**src/core/asr_cfg.svh**
```systemverilog
// register offsets, field positions, reset values and timing counts for the serial unit
`ifndef ASR_CFG_SVH
`define ASR_CFG_SVH

// ****************
// register map (byte addresses)
// ****************
`define ASR_OFF_MODE 5'h00
`define ASR_OFF_RXERR 5'h04
`define ASR_OFF_TXSTAT 5'h08
`define ASR_OFF_RXBUF 5'h0c
`define ASR_OFF_TXBUF 5'h10
`define ASR_OFF_BAUD 5'h14

// ****************
// mode register fields
// ****************
`define ASR_MODE_UNITEN 7
`define ASR_MODE_TRANSMIT_ENABLE_BIT 6
`define ASR_MODE_RECEIVE_ENABLE_BIT 5
`define ASR_MODE_PAR_HI 4
`define ASR_MODE_PAR_LO 3
`define ASR_MODE_LEN8 2
`define ASR_MODE_STOP2 1
`define ASR_MODE_ROUTE 0

// ****************
// status fields
// ****************
`define ASR_ERR_PAR 2
`define ASR_ERR_FRM 1
`define ASR_ERR_OVR 0
`define ASR_TXS_FULL 1
`define ASR_TXS_BUSY 0

// ****************
// reset values
// ****************
`define ASR_RST_BUF 8'hff
`define ASR_RST_MODE 8'h01
`define ASR_RST_BAUD 16'h0015

// ****************
// timing
// ****************
`define ASR_CLK_HZ 40000000
`define ASR_OVS 16

`endif

```
**src/core/asr_pkg.sv**
```systemverilog
// types shared by the serial unit
package asr_pkg;
  typedef enum logic [1:0] {ASR_PAR_NONE = 2'b00, ASR_PAR_ZERO = 2'b01, ASR_PAR_ODD = 2'b10,
    ASR_PAR_EVEN = 2'b11} asr_par_e;
  typedef enum logic [2:0] {ASR_IDLE = 3'b000, ASR_START = 3'b001, ASR_DATA = 3'b010,
    ASR_PARITY = 3'b011, ASR_STOP = 3'b100} asr_state_e;
  typedef struct packed {
    logic unitEn;
    logic transmit_enable_bit;
    logic receive_enable_bit;
    asr_par_e parity;
    logic len8;
    logic stop2;
    logic errRoute;
  } asr_mode_s;
  typedef struct packed {
    logic rxErrorIrq;
    logic rxDoneIrq;
    logic txDoneIrq;
  } asr_irq_s;
endpackage

```
**src/core/asr_serial.sv**
```systemverilog
// full-duplex asynchronous serial unit with wishbone register access
// How it works
// - enabled receive copies frame, raises done irq
// - receive disabled: buffer kept, no irq
// - seven-bit length clears receive bit seven
// - overrun keeps previous receive buffer contents
// - receive buffer all ones on reset/unit off
// - transmit enabled: buffer write starts transmission
// - transmit disabled: buffer writes discarded
// - transmit buffer resets to all ones
// - three interrupt outputs
// - error irq is or of errors
// - no receive irqs while reception disabled
// - start, lsb-first data, parity, stop bits
// - unit disabled drives serial output high
// - buffer loads shifter, start bit first
// - done irq with last stop bit
// - reset-emptied shifter raises no done irq
// - no pending data: halt, line idle
// - next write accepted once shifting starts
// - flags go 10, 01, 11 continuously
// - busy set on load, cleared at end unless buffer full
// - full set on write, cleared on load/disable
// - reading error status clears it
// - routing bit sends errors to done irq
`timescale 1ns/100ps
`include "asr_cfg.svh"
module asr_serial #(
  parameter int OVS = `ASR_OVS
) (
  // clock and reset
  input wire logic core_clk,
  input wire logic rst,
  // wishbone slave
  input wire logic wb_cyc_i,
  input wire logic wb_stb_i,
  input wire logic wb_we_i,
  input wire logic [4:0] wb_adr_i,
  input wire logic [3:0] wb_sel_i,
  input wire logic [31:0] wb_dat_i,
  output logic [31:0] wb_dat_o,
  output logic wb_ack_o,
  output logic wb_err_o,
  // serial pins
  input wire logic serialInPin,
  output logic serialOutPin,
  // interrupt requests
  output asr_pkg::asr_irq_s irq
);
  import asr_pkg::*;

  // ****************
  // register state
  // ****************
  asr_mode_s mode_q, mode_d;
  logic [15:0] baud_q, baud_d;
  logic [7:0] txBuf_q, txBuf_d;
  logic [7:0] rxBuf_q, rxBuf_d;
  logic [2:0] rxErr_q, rxErr_d;
  logic txFull_q, txFull_d;
  logic ack_q, ack_d;
  logic [31:0] rdat_q, rdat_d;
  logic err_q, err_d;

  // ****************
  // baud tick, oversampled
  // ****************
  logic [15:0] bcnt_q, bcnt_d;
  logic tick;
  assign tick = (bcnt_q == 16'h0000);
  always_comb begin
    bcnt_d = (tick || !mode_q.unitEn) ? baud_q : bcnt_q - 16'h0001;
  end

  // ****************
  // transmit engine
  // ****************
  asr_state_e txSt_q, txSt_d;
  logic [7:0] txSh_q, txSh_d;
  logic [2:0] txBit_q, txBit_d;
  logic [3:0] txOs_q, txOs_d;
  logic txStop_q, txStop_d;
  logic txPar_q, txPar_d;
  logic txOut_q, txOut_d;
  logic txBusy_q, txBusy_d;
  logic txDone_q, txDone_d;
  logic txLoad;
  logic txEnd;
  logic txWrite;
  logic lastOs;
  assign lastOs = tick && (txOs_q == 4'(OVS - 1));

  always_comb begin
    txSt_d = txSt_q;
    txSh_d = txSh_q;
    txBit_d = txBit_q;
    txOs_d = tick ? txOs_q + 4'h1 : txOs_q;
    txStop_d = txStop_q;
    txPar_d = txPar_q;
    txOut_d = 1'b1;
    txBusy_d = txBusy_q;
    txDone_d = 1'b0;
    txLoad = 1'b0;
    txEnd = 1'b0;
    unique case (txSt_q)
      ASR_IDLE: begin
        txOs_d = 4'h0;
        if (txFull_q) begin
          txLoad = 1'b1;
          txSh_d = txBuf_q;
          txBusy_d = 1'b1;
          txSt_d = ASR_START;
        end
      end
      ASR_START: begin
        txOut_d = 1'b0;
        if (lastOs) begin
          txBit_d = 3'h0;
          txPar_d = mode_q.parity == ASR_PAR_ODD;
          txSt_d = ASR_DATA;
        end
      end
      ASR_DATA: begin
        txOut_d = txSh_q[0];
        if (lastOs) begin
          txSh_d = {1'b0, txSh_q[7:1]};
          txPar_d = txPar_q ^ txSh_q[0];
          txBit_d = txBit_q + 3'h1;
          if (txBit_q == (mode_q.len8 ? 3'h7 : 3'h6)) begin
            txStop_d = mode_q.stop2;
            txSt_d = (mode_q.parity == ASR_PAR_NONE) ? ASR_STOP : ASR_PARITY;
          end
        end
      end
      ASR_PARITY: begin
        txOut_d = (mode_q.parity == ASR_PAR_ZERO) ? 1'b0 : txPar_q;
        if (lastOs) begin
          txSt_d = ASR_STOP;
        end
      end
      ASR_STOP: begin
        // done raised as the final stop bit starts, so it tracks stop length
        if (tick && txOs_q == 4'h0 && !txStop_q) begin
          txDone_d = 1'b1;
        end
        if (lastOs) begin
          if (txStop_q) begin
            txStop_d = 1'b0;
          end else begin
            txEnd = 1'b1;
            txSt_d = ASR_IDLE;
            txBusy_d = txFull_q;
          end
        end
      end
      default: begin
        txSt_d = ASR_IDLE;
      end
    endcase
    if (!mode_q.unitEn || !mode_q.transmit_enable_bit) begin
      txSt_d = ASR_IDLE;
      txBusy_d = 1'b0;
      txDone_d = 1'b0;
    end
  end

  // ****************
  // receive engine, two-flop synchroniser first
  // ****************
  logic rxMeta_q, rxSync_q;
  asr_state_e rxSt_q, rxSt_d;
  logic [7:0] rxSh_q, rxSh_d;
  logic [2:0] rxBit_q, rxBit_d;
  logic [3:0] rxOs_q, rxOs_d;
  logic rxPar_q, rxPar_d;
  logic rxFrame;
  logic [2:0] rxNewErr;
  logic rxUnread_q, rxUnread_d;
  logic rxDone_q, rxDone_d;
  logic rxErrIrq_q, rxErrIrq_d;
  logic midOs;
  logic rxOn;
  assign rxOn = mode_q.unitEn && mode_q.receive_enable_bit;
  assign midOs = tick && (rxOs_q == 4'(OVS / 2 - 1));

  always_comb begin
    rxSt_d = rxSt_q;
    rxSh_d = rxSh_q;
    rxBit_d = rxBit_q;
    rxOs_d = tick ? rxOs_q + 4'h1 : rxOs_q;
    rxPar_d = rxPar_q;
    rxFrame = 1'b0;
    rxNewErr = 3'b000;
    unique case (rxSt_q)
      ASR_IDLE: begin
        rxOs_d = 4'h0;
        if (!rxSync_q) begin
          rxSt_d = ASR_START;
        end
      end
      ASR_START: begin
        if (midOs) begin
          rxOs_d = 4'h0;
          rxBit_d = 3'h0;
          rxPar_d = mode_q.parity == ASR_PAR_ODD;
          rxSt_d = rxSync_q ? ASR_IDLE : ASR_DATA;
        end
      end
      ASR_DATA: begin
        if (lastRx()) begin
          rxSh_d = {rxSync_q, rxSh_q[7:1]};
          rxPar_d = rxPar_q ^ rxSync_q;
          rxBit_d = rxBit_q + 3'h1;
          if (rxBit_q == (mode_q.len8 ? 3'h7 : 3'h6)) begin
            if (!mode_q.len8) begin
              rxSh_d = {1'b0, rxSync_q, rxSh_q[7:2]};
            end
            rxSt_d = (mode_q.parity == ASR_PAR_NONE) ? ASR_STOP : ASR_PARITY;
          end
        end
      end
      ASR_PARITY: begin
        if (lastRx()) begin
          rxPar_d = (mode_q.parity == ASR_PAR_ZERO) ? rxSync_q : rxPar_q ^ rxSync_q;
          rxSt_d = ASR_STOP;
        end
      end
      ASR_STOP: begin
        if (lastRx()) begin
          // only the first stop bit is checked
          rxFrame = 1'b1;
          rxNewErr[`ASR_ERR_PAR] = (mode_q.parity != ASR_PAR_NONE) && rxPar_q;
          rxNewErr[`ASR_ERR_FRM] = !rxSync_q;
          rxNewErr[`ASR_ERR_OVR] = rxUnread_q;
          rxSt_d = ASR_IDLE;
        end
      end
      default: begin
        rxSt_d = ASR_IDLE;
      end
    endcase
    if (!rxOn) begin
      rxSt_d = ASR_IDLE;
    end
  end

  function automatic logic lastRx();
    return tick && (rxOs_q == 4'(OVS - 1));
  endfunction

  // ****************
  // register side and buffers
  // ****************
  logic wbReq;
  logic [4:0] adr;
  assign wbReq = wb_cyc_i && wb_stb_i && !ack_q && !err_q;
  assign adr = {wb_adr_i[4:2], 2'b00};
  assign txWrite = wbReq && wb_we_i && wb_sel_i[0] && adr == `ASR_OFF_TXBUF;

  always_comb begin
    mode_d = mode_q;
    baud_d = baud_q;
    txBuf_d = txBuf_q;
    rxBuf_d = rxBuf_q;
    rxErr_d = rxErr_q;
    txFull_d = txFull_q;
    rxUnread_d = rxUnread_q;
    rxDone_d = 1'b0;
    rxErrIrq_d = 1'b0;
    ack_d = 1'b0;
    err_d = 1'b0;
    rdat_d = 32'h00000000;
    if (wbReq) begin
      ack_d = 1'b1;
      unique case (adr)
        `ASR_OFF_MODE: rdat_d = {24'h000000, mode_q};
        `ASR_OFF_RXERR: begin
          rdat_d = {29'h00000000, rxErr_q};
          if (!wb_we_i) begin
            rxErr_d = 3'b000;
          end
        end
        `ASR_OFF_TXSTAT: rdat_d = {30'h00000000, txFull_q, txBusy_q};
        `ASR_OFF_RXBUF: begin
          rdat_d = {24'h000000, rxBuf_q};
          if (!wb_we_i) begin
            rxUnread_d = 1'b0;
          end
        end
        `ASR_OFF_TXBUF: rdat_d = {24'h000000, txBuf_q};
        `ASR_OFF_BAUD: rdat_d = {16'h0000, baud_q};
        default: begin
          ack_d = 1'b0;
          err_d = 1'b1;
        end
      endcase
      if (wb_we_i && adr == `ASR_OFF_MODE && wb_sel_i[0]) begin
        mode_d = wb_dat_i[7:0];
      end
      if (wb_we_i && adr == `ASR_OFF_BAUD) begin
        if (wb_sel_i[0]) baud_d[7:0] = wb_dat_i[7:0];
        if (wb_sel_i[1]) baud_d[15:8] = wb_dat_i[15:8];
      end
    end
    if (txLoad) begin
      txFull_d = 1'b0;
    end
    if (txWrite && mode_q.unitEn && mode_q.transmit_enable_bit) begin
      txBuf_d = wb_dat_i[7:0];
      txFull_d = 1'b1;
    end
    if (!mode_q.unitEn || !mode_q.transmit_enable_bit) begin
      txFull_d = 1'b0;
    end
    if (rxFrame) begin
      // a new error beats a same-cycle read clear; bits already read stay cleared
      rxErr_d = rxErr_d | rxNewErr;
      if (!rxNewErr[`ASR_ERR_OVR]) begin
        rxBuf_d = rxSh_d;
        rxUnread_d = 1'b1;
      end
      if (|rxNewErr && !mode_q.errRoute) begin
        rxErrIrq_d = 1'b1;
      end else begin
        rxDone_d = 1'b1;
      end
    end
    if (!rxOn) begin
      rxErr_d = 3'b000;
      rxUnread_d = 1'b0;
      rxDone_d = 1'b0;
      rxErrIrq_d = 1'b0;
    end
    if (!mode_q.unitEn) begin
      rxBuf_d = `ASR_RST_BUF;
    end
  end

  // ****************
  // flip-flops
  // ****************
  always_ff @(posedge core_clk) begin
    if (rst) begin
      mode_q <= `ASR_RST_MODE;
      baud_q <= `ASR_RST_BAUD;
      txBuf_q <= `ASR_RST_BUF;
      rxBuf_q <= `ASR_RST_BUF;
      rxErr_q <= 3'b000;
      txFull_q <= 1'b0;
      rxUnread_q <= 1'b0;
      ack_q <= 1'b0;
      err_q <= 1'b0;
      rdat_q <= 32'h00000000;
      bcnt_q <= 16'h0000;
      txSt_q <= ASR_IDLE;
      txSh_q <= 8'hff;
      txBit_q <= 3'h0;
      txOs_q <= 4'h0;
      txStop_q <= 1'b0;
      txPar_q <= 1'b0;
      txOut_q <= 1'b1;
      txBusy_q <= 1'b0;
      txDone_q <= 1'b0;
      rxMeta_q <= 1'b1;
      rxSync_q <= 1'b1;
      rxSt_q <= ASR_IDLE;
      rxSh_q <= 8'h00;
      rxBit_q <= 3'h0;
      rxOs_q <= 4'h0;
      rxPar_q <= 1'b0;
      rxDone_q <= 1'b0;
      rxErrIrq_q <= 1'b0;
    end else begin
      mode_q <= mode_d;
      baud_q <= baud_d;
      txBuf_q <= txBuf_d;
      rxBuf_q <= rxBuf_d;
      rxErr_q <= rxErr_d;
      txFull_q <= txFull_d;
      rxUnread_q <= rxUnread_d;
      ack_q <= ack_d;
      err_q <= err_d;
      rdat_q <= rdat_d;
      bcnt_q <= bcnt_d;
      txSt_q <= txSt_d;
      txSh_q <= txSh_d;
      txBit_q <= txBit_d;
      txOs_q <= txOs_d;
      txStop_q <= txStop_d;
      txPar_q <= txPar_d;
      txOut_q <= txOut_d;
      txBusy_q <= txBusy_d;
      txDone_q <= txDone_d;
      rxMeta_q <= serialInPin;
      rxSync_q <= rxMeta_q;
      rxSt_q <= rxSt_d;
      rxSh_q <= rxSh_d;
      rxBit_q <= rxBit_d;
      rxOs_q <= rxOs_d;
      rxPar_q <= rxPar_d;
      rxDone_q <= rxDone_d;
      rxErrIrq_q <= rxErrIrq_d;
    end
  end

  // ****************
  // outputs
  // ****************
  assign wb_ack_o = ack_q;
  assign wb_err_o = err_q;
  assign wb_dat_o = rdat_q;
  assign serialOutPin = txOut_q;
  assign irq.rxErrorIrq = rxErrIrq_q;
  assign irq.rxDoneIrq = rxDone_q;
  assign irq.txDoneIrq = txDone_q;

endmodule // asr_serial

```
**config.mk**
```make
export PLATFORM = sky130hd
export DESIGN_NAME = asr_serial
export DESIGN_NICKNAME = d
export VERILOG_FILES = /design/src/core/asr_pkg.sv /design/src/core/asr_serial.sv
export VERILOG_INCLUDE_DIRS = /design/src /design/src/core
export SDC_FILE = /design/constraint.sdc
export NUM_CORES = 1
export LEC_CHECK = 0
export BUFFER_PORTS_ARGS = -buffer_cell sky130_fd_sc_hd__buf_2
export CAP_MARGIN = 0
export CORE_AREA = 5 5 110 133
export DETAILED_ROUTE_END_ITERATION = 12
export DIE_AREA = 0 0 115 138
export SETUP_SLACK_MARGIN = 0.15
export SLEW_MARGIN = 20
export SYNTH_ARGS = -nofsm -noshare
export SYNTH_HDL_FRONTEND = slang
export SYNTH_SLANG_ARGS = --single-unit
```
**constraint.sdc**
```tcl
create_clock -name core_clk -period 5.4 [get_ports core_clk]
set_input_delay 0.27 -clock core_clk [delete_from_list [all_inputs] [get_ports core_clk]]
set_output_delay 0.27 -clock core_clk [all_outputs]
set_load 0.05 [all_outputs]
```
* Word-level counts from Yosys, hierarchy flattened
Index checks and enable logic that the tools add are counted.
** Storage, ports and cells
- Latch bits :: 0
- Output and inout port bits :: 38
- Word-level logic and storage cells :: 222
- Bits in read-only memories :: 0
- Register bits :: 141
- Bits in writable memories :: 0
- Memories kept :: 0
- Bits of input ports :: 47
** Cells by class
- Eq/ne operators :: 33
- Shift operators :: 0
- Bitwise operators :: 9
- Multiplexer cells :: 76
- Reduce and logical (&&, ||, !) cells :: 63
- $mul :: 0
- $lt $le $gt $ge :: 0
- Divide/modulo/power cells :: 0
- Add/subtract/negate cells :: 5
** Operator list (count)
- $pmux W16 S6 :: 1
- $mux W3 :: 24
- $mux W8 :: 6
- $mux W1 :: 30
- $pmux W3 S5 :: 2
- $ne A2 B2 Y1 const B :: 13
- $logic_and A1 B1 Y1 :: 19
- $eq A3 B2 Y1 const B :: 6
- $logic_not A16 Y1 :: 1
- $mux W16 :: 1
- $pmux W8 S2 :: 1
- $sub A16 B1 Y16 const B :: 1
- $reduce_and A3 Y1 :: 5
- $reduce_bool A2 Y1 :: 7
- $eq A3 B3 Y1 const B :: 4
- $pmux W3 S2 :: 2
- $reduce_and A4 Y1 :: 3
- $reduce_or A2 Y1 :: 5
- $eq A3 B1 Y1 const B :: 3
- $reduce_or A3 Y1 :: 3
- $add A4 B1 Y4 const B :: 2
- $eq A4 B4 Y1 const B :: 2
- $mux W4 :: 2
- $pmux W4 S2 :: 1
- 22 further kinds :: 42

* Longest topological paths before layout
Gate-level depths: netlist of run 1.
- Word-level depth :: 9
- Mapped depth :: 10

* Worst setup path after synthesis of run 1
OpenSTA, ideal clock, no wires.
- Path type :: register to register
- From :: register ack_q, in the netlist wb_ack_o
- To :: register txBuf_q[6]
- Slack :: 3.215 ns
- Data arrival time :: 2.065 ns
- Clock period less this slack :: 2.185 ns
- Cell stages (with the launch flop) :: 7
- Cells stage by stage :: dfxtp_1 nor3_1 nand3_1 nor3_1 buf_2 nor2b_1 a211o_1
** On the way
- Longest elaborated chain between the ends :: 8
** RTL lines
- from (decl) :: line asr_serial.sv:61 : logic ack_q, ack_d;
- from (signal assigned) :: line asr_serial.sv:381 : ack_q <= ack_d;
- $logic_not A1 Y1 :: line asr_serial.sv:256 : assign wbReq = wb_cyc_i && wb_stb_i && !ack_q && !err_q;
- $logic_and A1 B1 Y1 (2 in series) :: line asr_serial.sv:256
- $logic_and A1 B1 Y1 (2 in series) :: line asr_serial.sv:258 : assign txWrite = wbReq && wb_we_i && wb_sel_i[0] && adr == `ASR_OFF_TXBUF;
- $logic_and A1 B1 Y1 (no source line)
- $logic_and A1 B1 Y1 (2 in series) :: line asr_serial.sv:308 : if (txWrite && mode_q.unitEn && mode_q.transmit_enable_bit) begin
- to (signal assigned) :: line asr_serial.sv:346 : txBuf_q <= `ASR_RST_BUF;
- to (signal assigned) :: line asr_serial.sv:376 : txBuf_q <= txBuf_d;
- to (decl) :: line asr_serial.sv:57 : logic [7:0] txBuf_q, txBuf_d;
Every way passes these cells.
A chain may end at the register's enable or synchronous reset.

* Final worst setup path of run 1
- From :: register bcnt_q[0]
- To :: register txSh_q[0]
** On the way
- Longest elaborated chain between the ends :: 4
** RTL lines
- from (decl) :: line asr_serial.sv:68 : logic [15:0] bcnt_q, bcnt_d;
- from (signal assigned) :: line asr_serial.sv:384 : bcnt_q <= bcnt_d;
- $logic_not A16 Y1 :: line asr_serial.sv:70 : assign tick = (bcnt_q == 16'h0000);
- $logic_and A1 B1 Y1 :: line asr_serial.sv:91 : assign lastOs = tick && (txOs_q == 4'(OVS - 1));
- $ne A2 B2 Y1 (no source line)
- $reduce_and A3 Y1 (no source line)
- to (signal assigned) :: line asr_serial.sv:386 : txSh_q <= txSh_d;
- to (decl) :: line asr_serial.sv:79 : logic [7:0] txSh_q, txSh_d;
Every way passes these cells.

==> impl_results.md, run 1 <==
- Count of cell types in the netlist: 60
- RSZ-0062 raised after global routing: no
- R2R depth: 8
- CP Launch Type: flip-flop
- Fin util: roughly half
- Global route overflow: 0
- Final instance area: about 6600 um2
- Worst setup path category: reg -> reg
- Final HPWL DP: about 10 mm
- Fin crit share: a little over half
- Final WL: ~14 mm
- Status: completed
- Initial antenna violation count: 0
- Final nets: around 750
- Cells on Worst Hold Path: 2
- R2R Path End: txSh_q[0]
- Register area: around 2500 um2
- Main synth FF type: dfxtp_1
- Share of cells above drive strength 1: between 10% and 20%
- Placed inst area: between 6000 and 7000 um2
- Total global routing track utilization: 17.8%
- Setup WS pre-CTS: around 2.5 ns
- Synth Warn #: 0
- Clock power share: roughly half
- CP Max Fanout: 13
- First-pass GRT wire length: between 20 and 25 mm
- Buffers on Ports: between 40 and 50
- Finished Layout Cells: ~880
- Final ANT Viol Nets: 0
- WP data required: ~5.7 ns
- Setup violators final: 0
- Hold path startpoint: serialInPin
- Sw power: around 0.47 mW
- Critical path arrival: between 3 and 4 ns
- Syn Inst Count: about 670
- CTS Root Cell: clkbuf_16
- WHS Endpoint: rxMeta_q
- Post-synth ARST share: 0%
- WHS: ~0.038 ns
- FMAX: 350 MHz
- CTS tree: done
- Sequential fraction of the synthesis area: a little over two fifths
- Pre-Repair DR Iteration Count: 4
- Post-CTS setup buffers: 0
- Via count: around 4600
- CP endpoint kind: flip-flop
- Worst-margin pin slew: 1.02 ns
- Starting Density: 44.3%
- P&R area growth vs syn: 13.8%
- Path type of the worst min-delay path: in -> reg
- Total clock sinks: 125
- Pin count of the biggest net entering global routing: 86
- Setup TNS: 0 ns
- Multi-input combinational cell area: 3020 um2
- Antenna fix cells: 0
- Row count: between 40 and 50
- Post_cts resized: 0
- Switching part of the total: about 22%
- CTS Hold Buffers Added: 0
- Mapped Avg Cell Area: roughly 8.7 um2
- Rel. slew slack: between 30% and 40%
- Io pins: 85
- DR iter-0 viols: just under 200
- Synth Register Bits: approximately 130
- VDD IR-drop max: 0.184 mV
- Clk pin slew, worst setup/hold paths: about 0.05 ns
- CTS HTree Levels: 4
- Logic pwr share: under 10%
- Placer congestion estimate: about 0.85
- Core Region: ~13000 um2
- Max-slew violation count: 0
- # fillers: 1271
- Routed WL per cell: between 15 and 20 um
- Leak: around 2.8 nW
- Syn Std Cell Area: between 5000 and 6000 um2
- Via density per instance: between 5 and 6
- Total power draw: roughly 2.1 mW
- Final hold vios: 0
- Die area: around 16000 um2
- Tmin final: roughly 2.9 ns
- Clk_skew: 0.0122 ns
- Placed cells: between 800 and 900
- Maximum clock insertion buffer count: 2
- Number of global-route vias before repair: approximately 4500
- Seq pwr share: between 40 and 50%
- Skew-Pair Late Insertion Delay: between 0.4 and 0.5 ns
- Die span in x: 115 um
- Worst Setup Slack, final: between 2 and 3 ns
- FF-to-FF setup slack: approximately 2.5 ns
- FF-to-FF Start: bcnt_q[0]
- Die Y: approximately 140 um
- P_int: 1.63 mW
- MaxCap Viol Count: 0
- Num CTS Buffers: 17
- EDFF count, synth: 0
- DRC: 0
- Power density cells: approximately 320 nW/um2
[worst max-delay path: stages (launching register included)]
cell and delay [ns]:
dfxtp_1 0.34, inv_1 0.09, ha_1 0.17, nor4b_2 0.29, nand4_2 0.45, nor3_1 0.71
a21o_1 0.36, nand3_1 0.15, a21o_1 0.20
[synth_stat cells, types with 3 or more instances]
library cell  number  area, um2
a21oi_1           25        125
and3_1            11       68.8
a311oi_1           3       26.3
mux2_2            14        158
mux2i_1           38        380
clkbuf_1          25       93.8
a22o_1             3       26.3
xor2_1            13        114
nand4_1            6       37.5
dfxtp_1          125       2500
o21bai_1           7       52.6
ha_1               7       87.6
nand2b_1           3       18.8
buf_2              4       20.0
a31oi_1            4       25.0
buf_1              4       15.0
o211ai_1           8       60.1
a211o_1           13        114
and2_1            12       75.1
nor4_1             3       18.8
o21ai_0           18       90.1
xnor2_1            7       61.3
a211oi_1          13       97.6
nand3_1           16       80.1
nor2_1           101        379
nand3b_1           5       37.5
or2_2              3       18.8
nor3b_1            4       30.0
buf_4             20        150
nand2_1           58        218
nor2b_1           15       93.8
a21o_1             5       37.5
or3_1              7       43.8
inv_1             16       60.1
a22oi_1            5       37.5
nor3_1            17       85.1
[power groups by stage]
stage               Combinational [mW]  Sequential [mW]  Clock [mW]
floorplan                       0.0857            0.955           0
global placement                 0.107            0.952           0
detailed placement               0.108            0.952           0
CTS                              0.109            0.932        1.08
global route                     0.117            0.932        1.12
finish                           0.109            0.932        1.06
[how the worst max path moves through the flow]
stage,depth (start not counted),slack (ns),start,end
floorplan,6,3.22,wb_ack_o,txBuf_q[6]
global placement,6,2.63,bcnt_q[6],txSh_q[0]
detailed placement,8,2.55,bcnt_q[0],txSh_q[0]
CTS,8,2.54,bcnt_q[0],txSh_q[0]
global route,8,2.31,bcnt_q[0],txSh_q[0]
finish,8,2.54,bcnt_q[0],txSh_q[0]
[area by class of cell]
class / count / share of cell area (%)
clock inverter: 6 / 0.926
sequential: 125 / 37.8
multi-input combinational: 486 / 45.7
clock buffer: 24 / 7.43
inverter: 16 / 0.907
timing repair buffer: 51 / 4.08
tap: 168 / 3.18
[cells in the final DEF, fill, tap and decap left out, types with 8 or more instances in the layout]
master       n
a211o_1     13
a211oi_1    13
a21oi_1     25
and2_1      12
and3_1      11
buf_2       48
clkbuf_16   17
conb_1      16
dfxtp_1    125
inv_1       16
mux2_2      14
mux2i_1     38
nand2_1     58
nand3_1     16
nor2_1     101
nor2b_1     15
nor3_1      16
o211ai_1     8
o21ai_0     18
xor2_1      13
[flip-flops by register name (all words and copies together) (netlist names), 3 cells and up]
signal	flops
wb_dat_o	16
rxOs_q	4
rxSh_q	8
baud_q	16
rxErr_q	3
mode_q	8
rxBuf_q	8
bcnt_q	16
rxSt_q	3
txBit_q	3
txSt_q	3
rxBit_q	3
txBuf_q	8
txSh_q	8
txOs_q	4
[layer usage]
| metal | wire (um) | share of wire [%] | global-route usage, % | vias up |
|---|---|---|---|---|
| li1 | - | - | - | 2361 |
| met3 | 543 | 3.9 | 4.67 | 17 |
| met4 | 267 | 1.9 | 6.61 | 0 |
| met1 | 5610 | 41 | 20.6 | 2192 |
| met2 | 7330 | 53 | 31.2 | 70 |
| met5 | 0 | 0 | 0 | - |
[logic make-up (layout without fill, tap and decap cells)]
family          count (synthesis)  after routing  share of synthesized area, %
simple gates                  272            272                          22.9
flops                         125            125                          43.0
compound gates                118            118                          13.8
buf+inv                        70             97                          6.03
mux                            53             53                          9.64
xor+xnor                       20             20                          3.01
fa+ha+maj                       7              7                          1.51
other cells                     1             16                        0.0645
No activity file was read; power rests on OpenSTA's default activity.
==> inputs of run 2 (changes only) <==
clock period = 2.8 ns   (was 5.4 ns; I/O delays follow)
==> run 2 against run 1 <==
Via count rose by 3.5%. Sequential power rose by 93%. Power rose by 100%. Critical path depth fell by 2. Non-clock buffer count rose by 27. Flip-flop and latch count did not move. Clock skew fell by 0.0042 ns. Combinational power rose by 110%. Fmax rose by 19%. Critical endpoint is now rxBuf_q[7].
==> impl_results.md, run 2 (same netlist as run 1, synthesis figures left out) <==
- Leak: 2.92 nW (was 2.77 nW)
- Number of global-route vias before repair: 4627 (was 4540)
- Starting Density: 44.3% (unchanged)
- Total global routing track utilization: 18.2% (was 17.8%)
- CP Launch Type: flip-flop (unchanged)
- Maximum clock insertion buffer count: 2 (unchanged)
- CTS tree: done (unchanged)
- Num CTS Buffers: 17 (unchanged)
- Power density cells: 618 nW/um2 (was 317 nW/um2)
- Worst Setup Slack, final: 0.406 ns (was 2.54 ns)
- First-pass GRT wire length: 23.3 mm (was 22.7 mm)
- Die Y: 138 um (unchanged)
- Skew-Pair Late Insertion Delay: 0.42 ns (about the same)
- Row count: 46 (unchanged)
- Core Region: 13100 um2 (unchanged)
- P&R area growth vs syn: 18.9% (was 13.8%)
- MaxCap Viol Count: 0 (unchanged)
- Initial antenna violation count: 0 (unchanged)
- Final hold vios: 0 (unchanged)
- Via count: 4804 (was 4640)
- Post-CTS setup buffers: 0 (unchanged)
- DR iter-0 viols: 294 (was 196)
- FMAX: 418 MHz (was 350 MHz)
- Worst setup path category: reg -> reg (unchanged)
- Placed inst area: 6140 um2 (was 6050 um2)
- Rel. slew slack: 61.3% (was 31.2%)
- Share of cells above drive strength 1: 16.3% (was 14.7%)
- Global route overflow: 0 (unchanged)
- Routed WL per cell: 15.4 um (was 15.7 um)
- Most frequent cells in the layout: dfxtp_1, nor2_1, nand2_1, buf_2, mux2i_1 (unchanged)
- WP data required: 3.10 ns (was 5.71 ns)
- CP Max Fanout: 10 (was 13)
- Total power draw: 4.27 mW (was 2.10 mW)
- Critical path arrival: 2.70 ns (was 3.17 ns)
- CTS Root Cell: clkbuf_16 (unchanged)
- Pin count of the biggest net entering global routing: 37 (was 86)
- Status: completed (unchanged)
- Placer congestion estimate: 0.846 (was 0.851)
- Most common cell after layout, fill and taps aside: dfxtp_1 (unchanged)
- Final instance area: 6910 um2 (was 6620 um2)
- CTS HTree Levels: 4 (unchanged)
- Clk pin slew, worst setup/hold paths: 0.05 ns (about the same)
- Fin crit share: 85.5% (was 52.9%)
- Worst-margin pin slew: 0.581 ns (was 1.02 ns)
- Setup violators final: 0 (unchanged)
- Pre-Repair DR Iteration Count: 6 (was 4)
- Setup WS pre-CTS: 0.378 ns (was 2.55 ns)
- Max-slew violation count: 0 (unchanged)
- Clk_skew: 0.00795 ns (was 0.0122 ns)
- Final nets: 778 (was 751)
- Multi-input combinational cell area: 3020 um2 (unchanged)
- Path type of the worst min-delay path: in -> reg (unchanged)
- Die span in x: 115 um (unchanged)
- Register area: 2500 um2 (unchanged)
- # fillers: 1253 (was 1271)
- Tmin final: 2.39 ns (was 2.86 ns)
- WHS: 0.0133 ns (was 0.0382 ns)
- Die area: 15900 um2 (unchanged)
- Io pins: 85 (unchanged)
- Finished Layout Cells: 905 (was 876)
- VDD IR-drop max: 0.387 mV (was 0.184 mV)
- Final HPWL DP: 10.3 mm (was 9.97 mm)
- Setup TNS: 0 ns (unchanged)
- Via density per instance: 5.31 (was 5.30)
- Final WL: 14.0 mm (was 13.8 mm)
- Fin util: 52.7% (was 50.4%)
- Antenna fix cells: 0 (unchanged)
- Buffers on Ports: 48 (unchanged)
- CP endpoint kind: flip-flop (unchanged)
- RSZ-0062 raised after global routing: no (unchanged)
- Final ANT Viol Nets: 0 (unchanged)
- Total clock sinks: 125 (unchanged)
- DRC: 0 (unchanged)
- Placed cells: 857 (was 845)
[run 2: report_power, final]
part	switching [mW]	internal (mW)	leakage, nW
logic	0.153	0.0796	1.61
registers	0.00897	1.79	1.01
clock network	0.784	1.46	0.297
total	0.947	3.33	2.92
[run 2: worst paths after layout]
check	cells after the start	slack [ns]	start	endpoint
worst min register to register	1	0.41	rxMeta_q	rxSync_q
worst max register to register	6	0.41	bcnt_q[6]	rxBuf_q[7]
worst max-delay path	6	0.41	bcnt_q[6]	rxBuf_q[7]
worst min-delay path	2	0.01	wb_dat_i[7]	txBuf_q[7]
[run 2: what timing repair did]
item | CTS | global route
endpoints found under the hold margin | 16 | 0
hold buffers | 16 | 0
resized for setup | 0 | 0
setup endpoints to repair | 0 | 0
[run 2: cell type report]
class	instances	share of cell area [%]
clock buffer	20	6.75
clock inverter	12	2.06
inverter	16	0.869
multi-input combinational	486	43.7
sequential	125	36.2
tap	168	3.04
timing repair buffer	78	7.31
[run 2: worst max-delay path, stage by stage, from the launching register on]
cell and delay (ns):
dfxtp_1 0.35, nor4_2 0.44, and4_2 0.45, and4_1 0.56, mux2i_1 0.27, and2_1 0.14, o21ai_1 0.05
[run 2: metal layers]
metal / routed length [um] / GRT usage [%] / up-vias
li1: - / - / 2411
met1: 5730 / 21.3 / 2277
met2: 7340 / 31.9 / 94
met3: 638 / 4.58 / 22
met4: 276 / 6.55 / 0
met5: 0 / 0 / -
==> inputs of run 3 (changes only) <==
==> constraint.sdc (replaced) <==
create_clock -name core_clk -period 2.7 [get_ports core_clk]
set_input_delay 0.135 -clock core_clk [delete_from_list [all_inputs] [get_ports core_clk]]
set_output_delay 0.135 -clock core_clk [all_outputs]
set_load 0.1 [all_outputs]
==> run 3 against run 2 <==
Global-route usage increased by 0.050 points. Clock skew increased by 0.00069 ns. First-iteration DRC count decreased by 20%. Worst hold slack improved by 0.073 ns. Sequential power increased by 4%. Critical path depth increased by 2. Via count increased by 0.94%.
==> impl_results.md, run 3 (same netlist as run 1, synthesis figures left out) <==
- CTS tree: done (unchanged)
- Final instance area: 6940 um2 (was 6910 um2)
- Leak: 2.94 nW (was 2.92 nW)
- Finished Layout Cells: 907 (was 905)
- # fillers: 1252 (was 1253)
- DR iter-0 viols: 235 (was 294)
- CTS HTree Levels: 4 (unchanged)
- Global route overflow: 0 (unchanged)
- Register area: 2500 um2 (unchanged)
- Die span in x: 115 um (unchanged)
- Buffers on Ports: 48 (unchanged)
- Num CTS Buffers: 17 (unchanged)
- Row count: 46 (unchanged)
- Setup violators final: 0 (unchanged)
- VDD IR-drop max: 0.446 mV (was 0.387 mV)
- Die area: 15900 um2 (unchanged)
- Placed inst area: 6160 um2 (was 6140 um2)
- Most common cell after layout, fill and taps aside: dfxtp_1 (unchanged)
- Setup TNS: 0 ns (unchanged)
- CP Buf/Inv Count: 1 (was 0)
- CP max stage delay: 0.39 ns (was 0.56 ns)
- Placer congestion estimate: 0.865 (was 0.846)
- First-pass GRT wire length: 23.3 mm (about the same)
- Power density cells: 656 nW/um2 (was 618 nW/um2)
- Status: completed (unchanged)
- WP data required: 2.98 ns (was 3.10 ns)
- CP Launch Type: flip-flop (unchanged)
- Final hold vios: 0 (unchanged)
- Starting Density: 44.3% (unchanged)
- Worst-margin pin slew: 0.542 ns (was 0.581 ns)
- Post-CTS setup buffers: 0 (unchanged)
- Skew-Pair Late Insertion Delay: 0.42 ns (about the same)
- Pin count of the biggest net entering global routing: 52 (was 37)
- FMAX: 428 MHz (was 418 MHz)
- Total global routing track utilization: 18.3% (was 18.2%)
- Most frequent cells in the layout: dfxtp_1, nor2_1, nand2_1, buf_2, mux2i_1 (unchanged)
- MaxCap Viol Count: 0 (unchanged)
- Number of global-route vias before repair: 4732 (was 4627)
- Die Y: 138 um (unchanged)
- Post_cts resized: 0 (unchanged)
- Core Region: 13100 um2 (unchanged)
- Final ANT Viol Nets: 0 (unchanged)
- Clk_skew: 0.00863 ns (was 0.00795 ns)
- Path type of the worst min-delay path: in -> reg (unchanged)
- Fin crit share: 86.4% (was 85.5%)
- Share of cells above drive strength 1: 15.8% (was 16.3%)
- CP endpoint kind: flip-flop (unchanged)
- Final nets: 781 (was 778)
- RSZ-0062 raised after global routing: no (unchanged)
- WHS: 0.0859 ns (was 0.0133 ns)
- Fin util: 52.9% (was 52.7%)
- Clk pin slew, worst setup/hold paths: 0.05 ns (about the same)
- Pre-Repair DR Iteration Count: 4 (was 6)
- CTS Hold Buffers Added: 17 (was 16)
- Final WL: 14.2 mm (was 14.0 mm)
- Rel. slew slack: 63.8% (was 61.3%)
- Final HPWL DP: 10.4 mm (was 10.3 mm)
- Multi-input combinational cell area: 3020 um2 (unchanged)
- Crit-path cells: inv_1 > ha_1 > nor4b_2 > nand4_2 > or2_4 > or3_4 > o21ai_0 > a21oi_1 (was nor4_2 > and4_2 > and4_1 > mux2i_1 > and2_1 > o21ai_1)
- Slowest stage cell, crit path: or3_4 (was and4_1)
- Placed cells: 859 (was 857)
- Tmin final: 2.33 ns (was 2.39 ns)
- Total clock sinks: 125 (unchanged)
- Initial antenna violation count: 0 (unchanged)
- Io pins: 85 (unchanged)
- Routed WL per cell: 15.7 um (was 15.4 um)
- CP Max Fanout: 6 (was 10)
- P&R area growth vs syn: 19.4% (was 18.9%)
- Via density per instance: 5.35 (was 5.31)
- CTS Root Cell: clkbuf_16 (unchanged)
- Antenna fix cells: 0 (unchanged)
- Critical path arrival: 2.61 ns (was 2.70 ns)
- Maximum clock insertion buffer count: 2 (unchanged)
- DRC: 0 (unchanged)
- Via count: 4849 (was 4804)
- CP delay by family, top: simple AND/OR/NAND/NOR gates (unchanged)
- Worst setup path category: reg -> reg (unchanged)
- Max-slew violation count: 0 (unchanged)
## run 3: cell types whose count changed in the layout (fill, tap and decap cells not counted), sizes merged
cell         delta
clkbuf          +4
dlygate4sd3     +1
clkinvlp        -3
buf             +2
bufinv          +1
clkinv          -3
## run 3: path summary, 6_finish.rpt
check                               start        end  slack (ns)  cells after the start
worst min-delay path                  rst  rxSh_q[7]        0.09                      2
worst max register to register  bcnt_q[0]    txPar_q        0.37                      8
worst min register to register   rxMeta_q   rxSync_q        0.41                      1
worst max-delay path            bcnt_q[0]    txPar_q        0.37                      8
## run 3: area by class of cell
type                            count  share of cell area, %
Inverter                           16                  0.865
Clock inverter                      7                   1.95
Tap cell                          168                   3.03
Timing Repair Buffer               81                   7.64
Clock buffer                       24                   6.94
Multi-Input combinational cell    486                   43.5
Sequential cell                   125                   36.0
## run 3: worst reg2reg max path, delay by kind of cell (launching register included)
kind,cells,cell delay (ns)
adder cells (fa/ha/maj),1,0.16
flip-flops,1,0.34
AND/OR/NAND/NOR,4,1.36
AO/OA/AOI/OAI,2,0.26
buffers and inverters,1,0.09
## run 3: power by group
| group | internal [mW] | leakage, nW | switching (mW) |
|---|---|---|---|
| Clock | 1.61 | 0.304 | 0.781 |
| Sequential | 1.86 | 1.01 | 0.00958 |
| Combinational | 0.0833 | 1.62 | 0.218 |
| Total | 3.55 | 2.94 | 1.01 |
## run 3: routing by layer
| metal | wire, um | vias up | track usage (%) |
|---|---|---|---|
| li1 | - | 2414 | - |
| met1 | 5930 | 2280 | 21.4 |
| met2 | 7210 | 121 | 30.9 |
| met3 | 642 | 34 | 4.67 |
| met4 | 458 | 0 | 8.47 |
| met5 | 0 | - | 0 |
## run 3: per-stage QoR
| stage | setup slack, ns | total power [mW] |
|---|---|---|
| after floorplan | 0.271 | 2.14 |
| after global placement | 0.420 | 2.18 |
| after detailed placement | 0.397 | 2.18 |
| after CTS | 0.387 | 4.61 |
| after global routing | 0.181 | 4.72 |
| final | 0.366 | 4.55 |
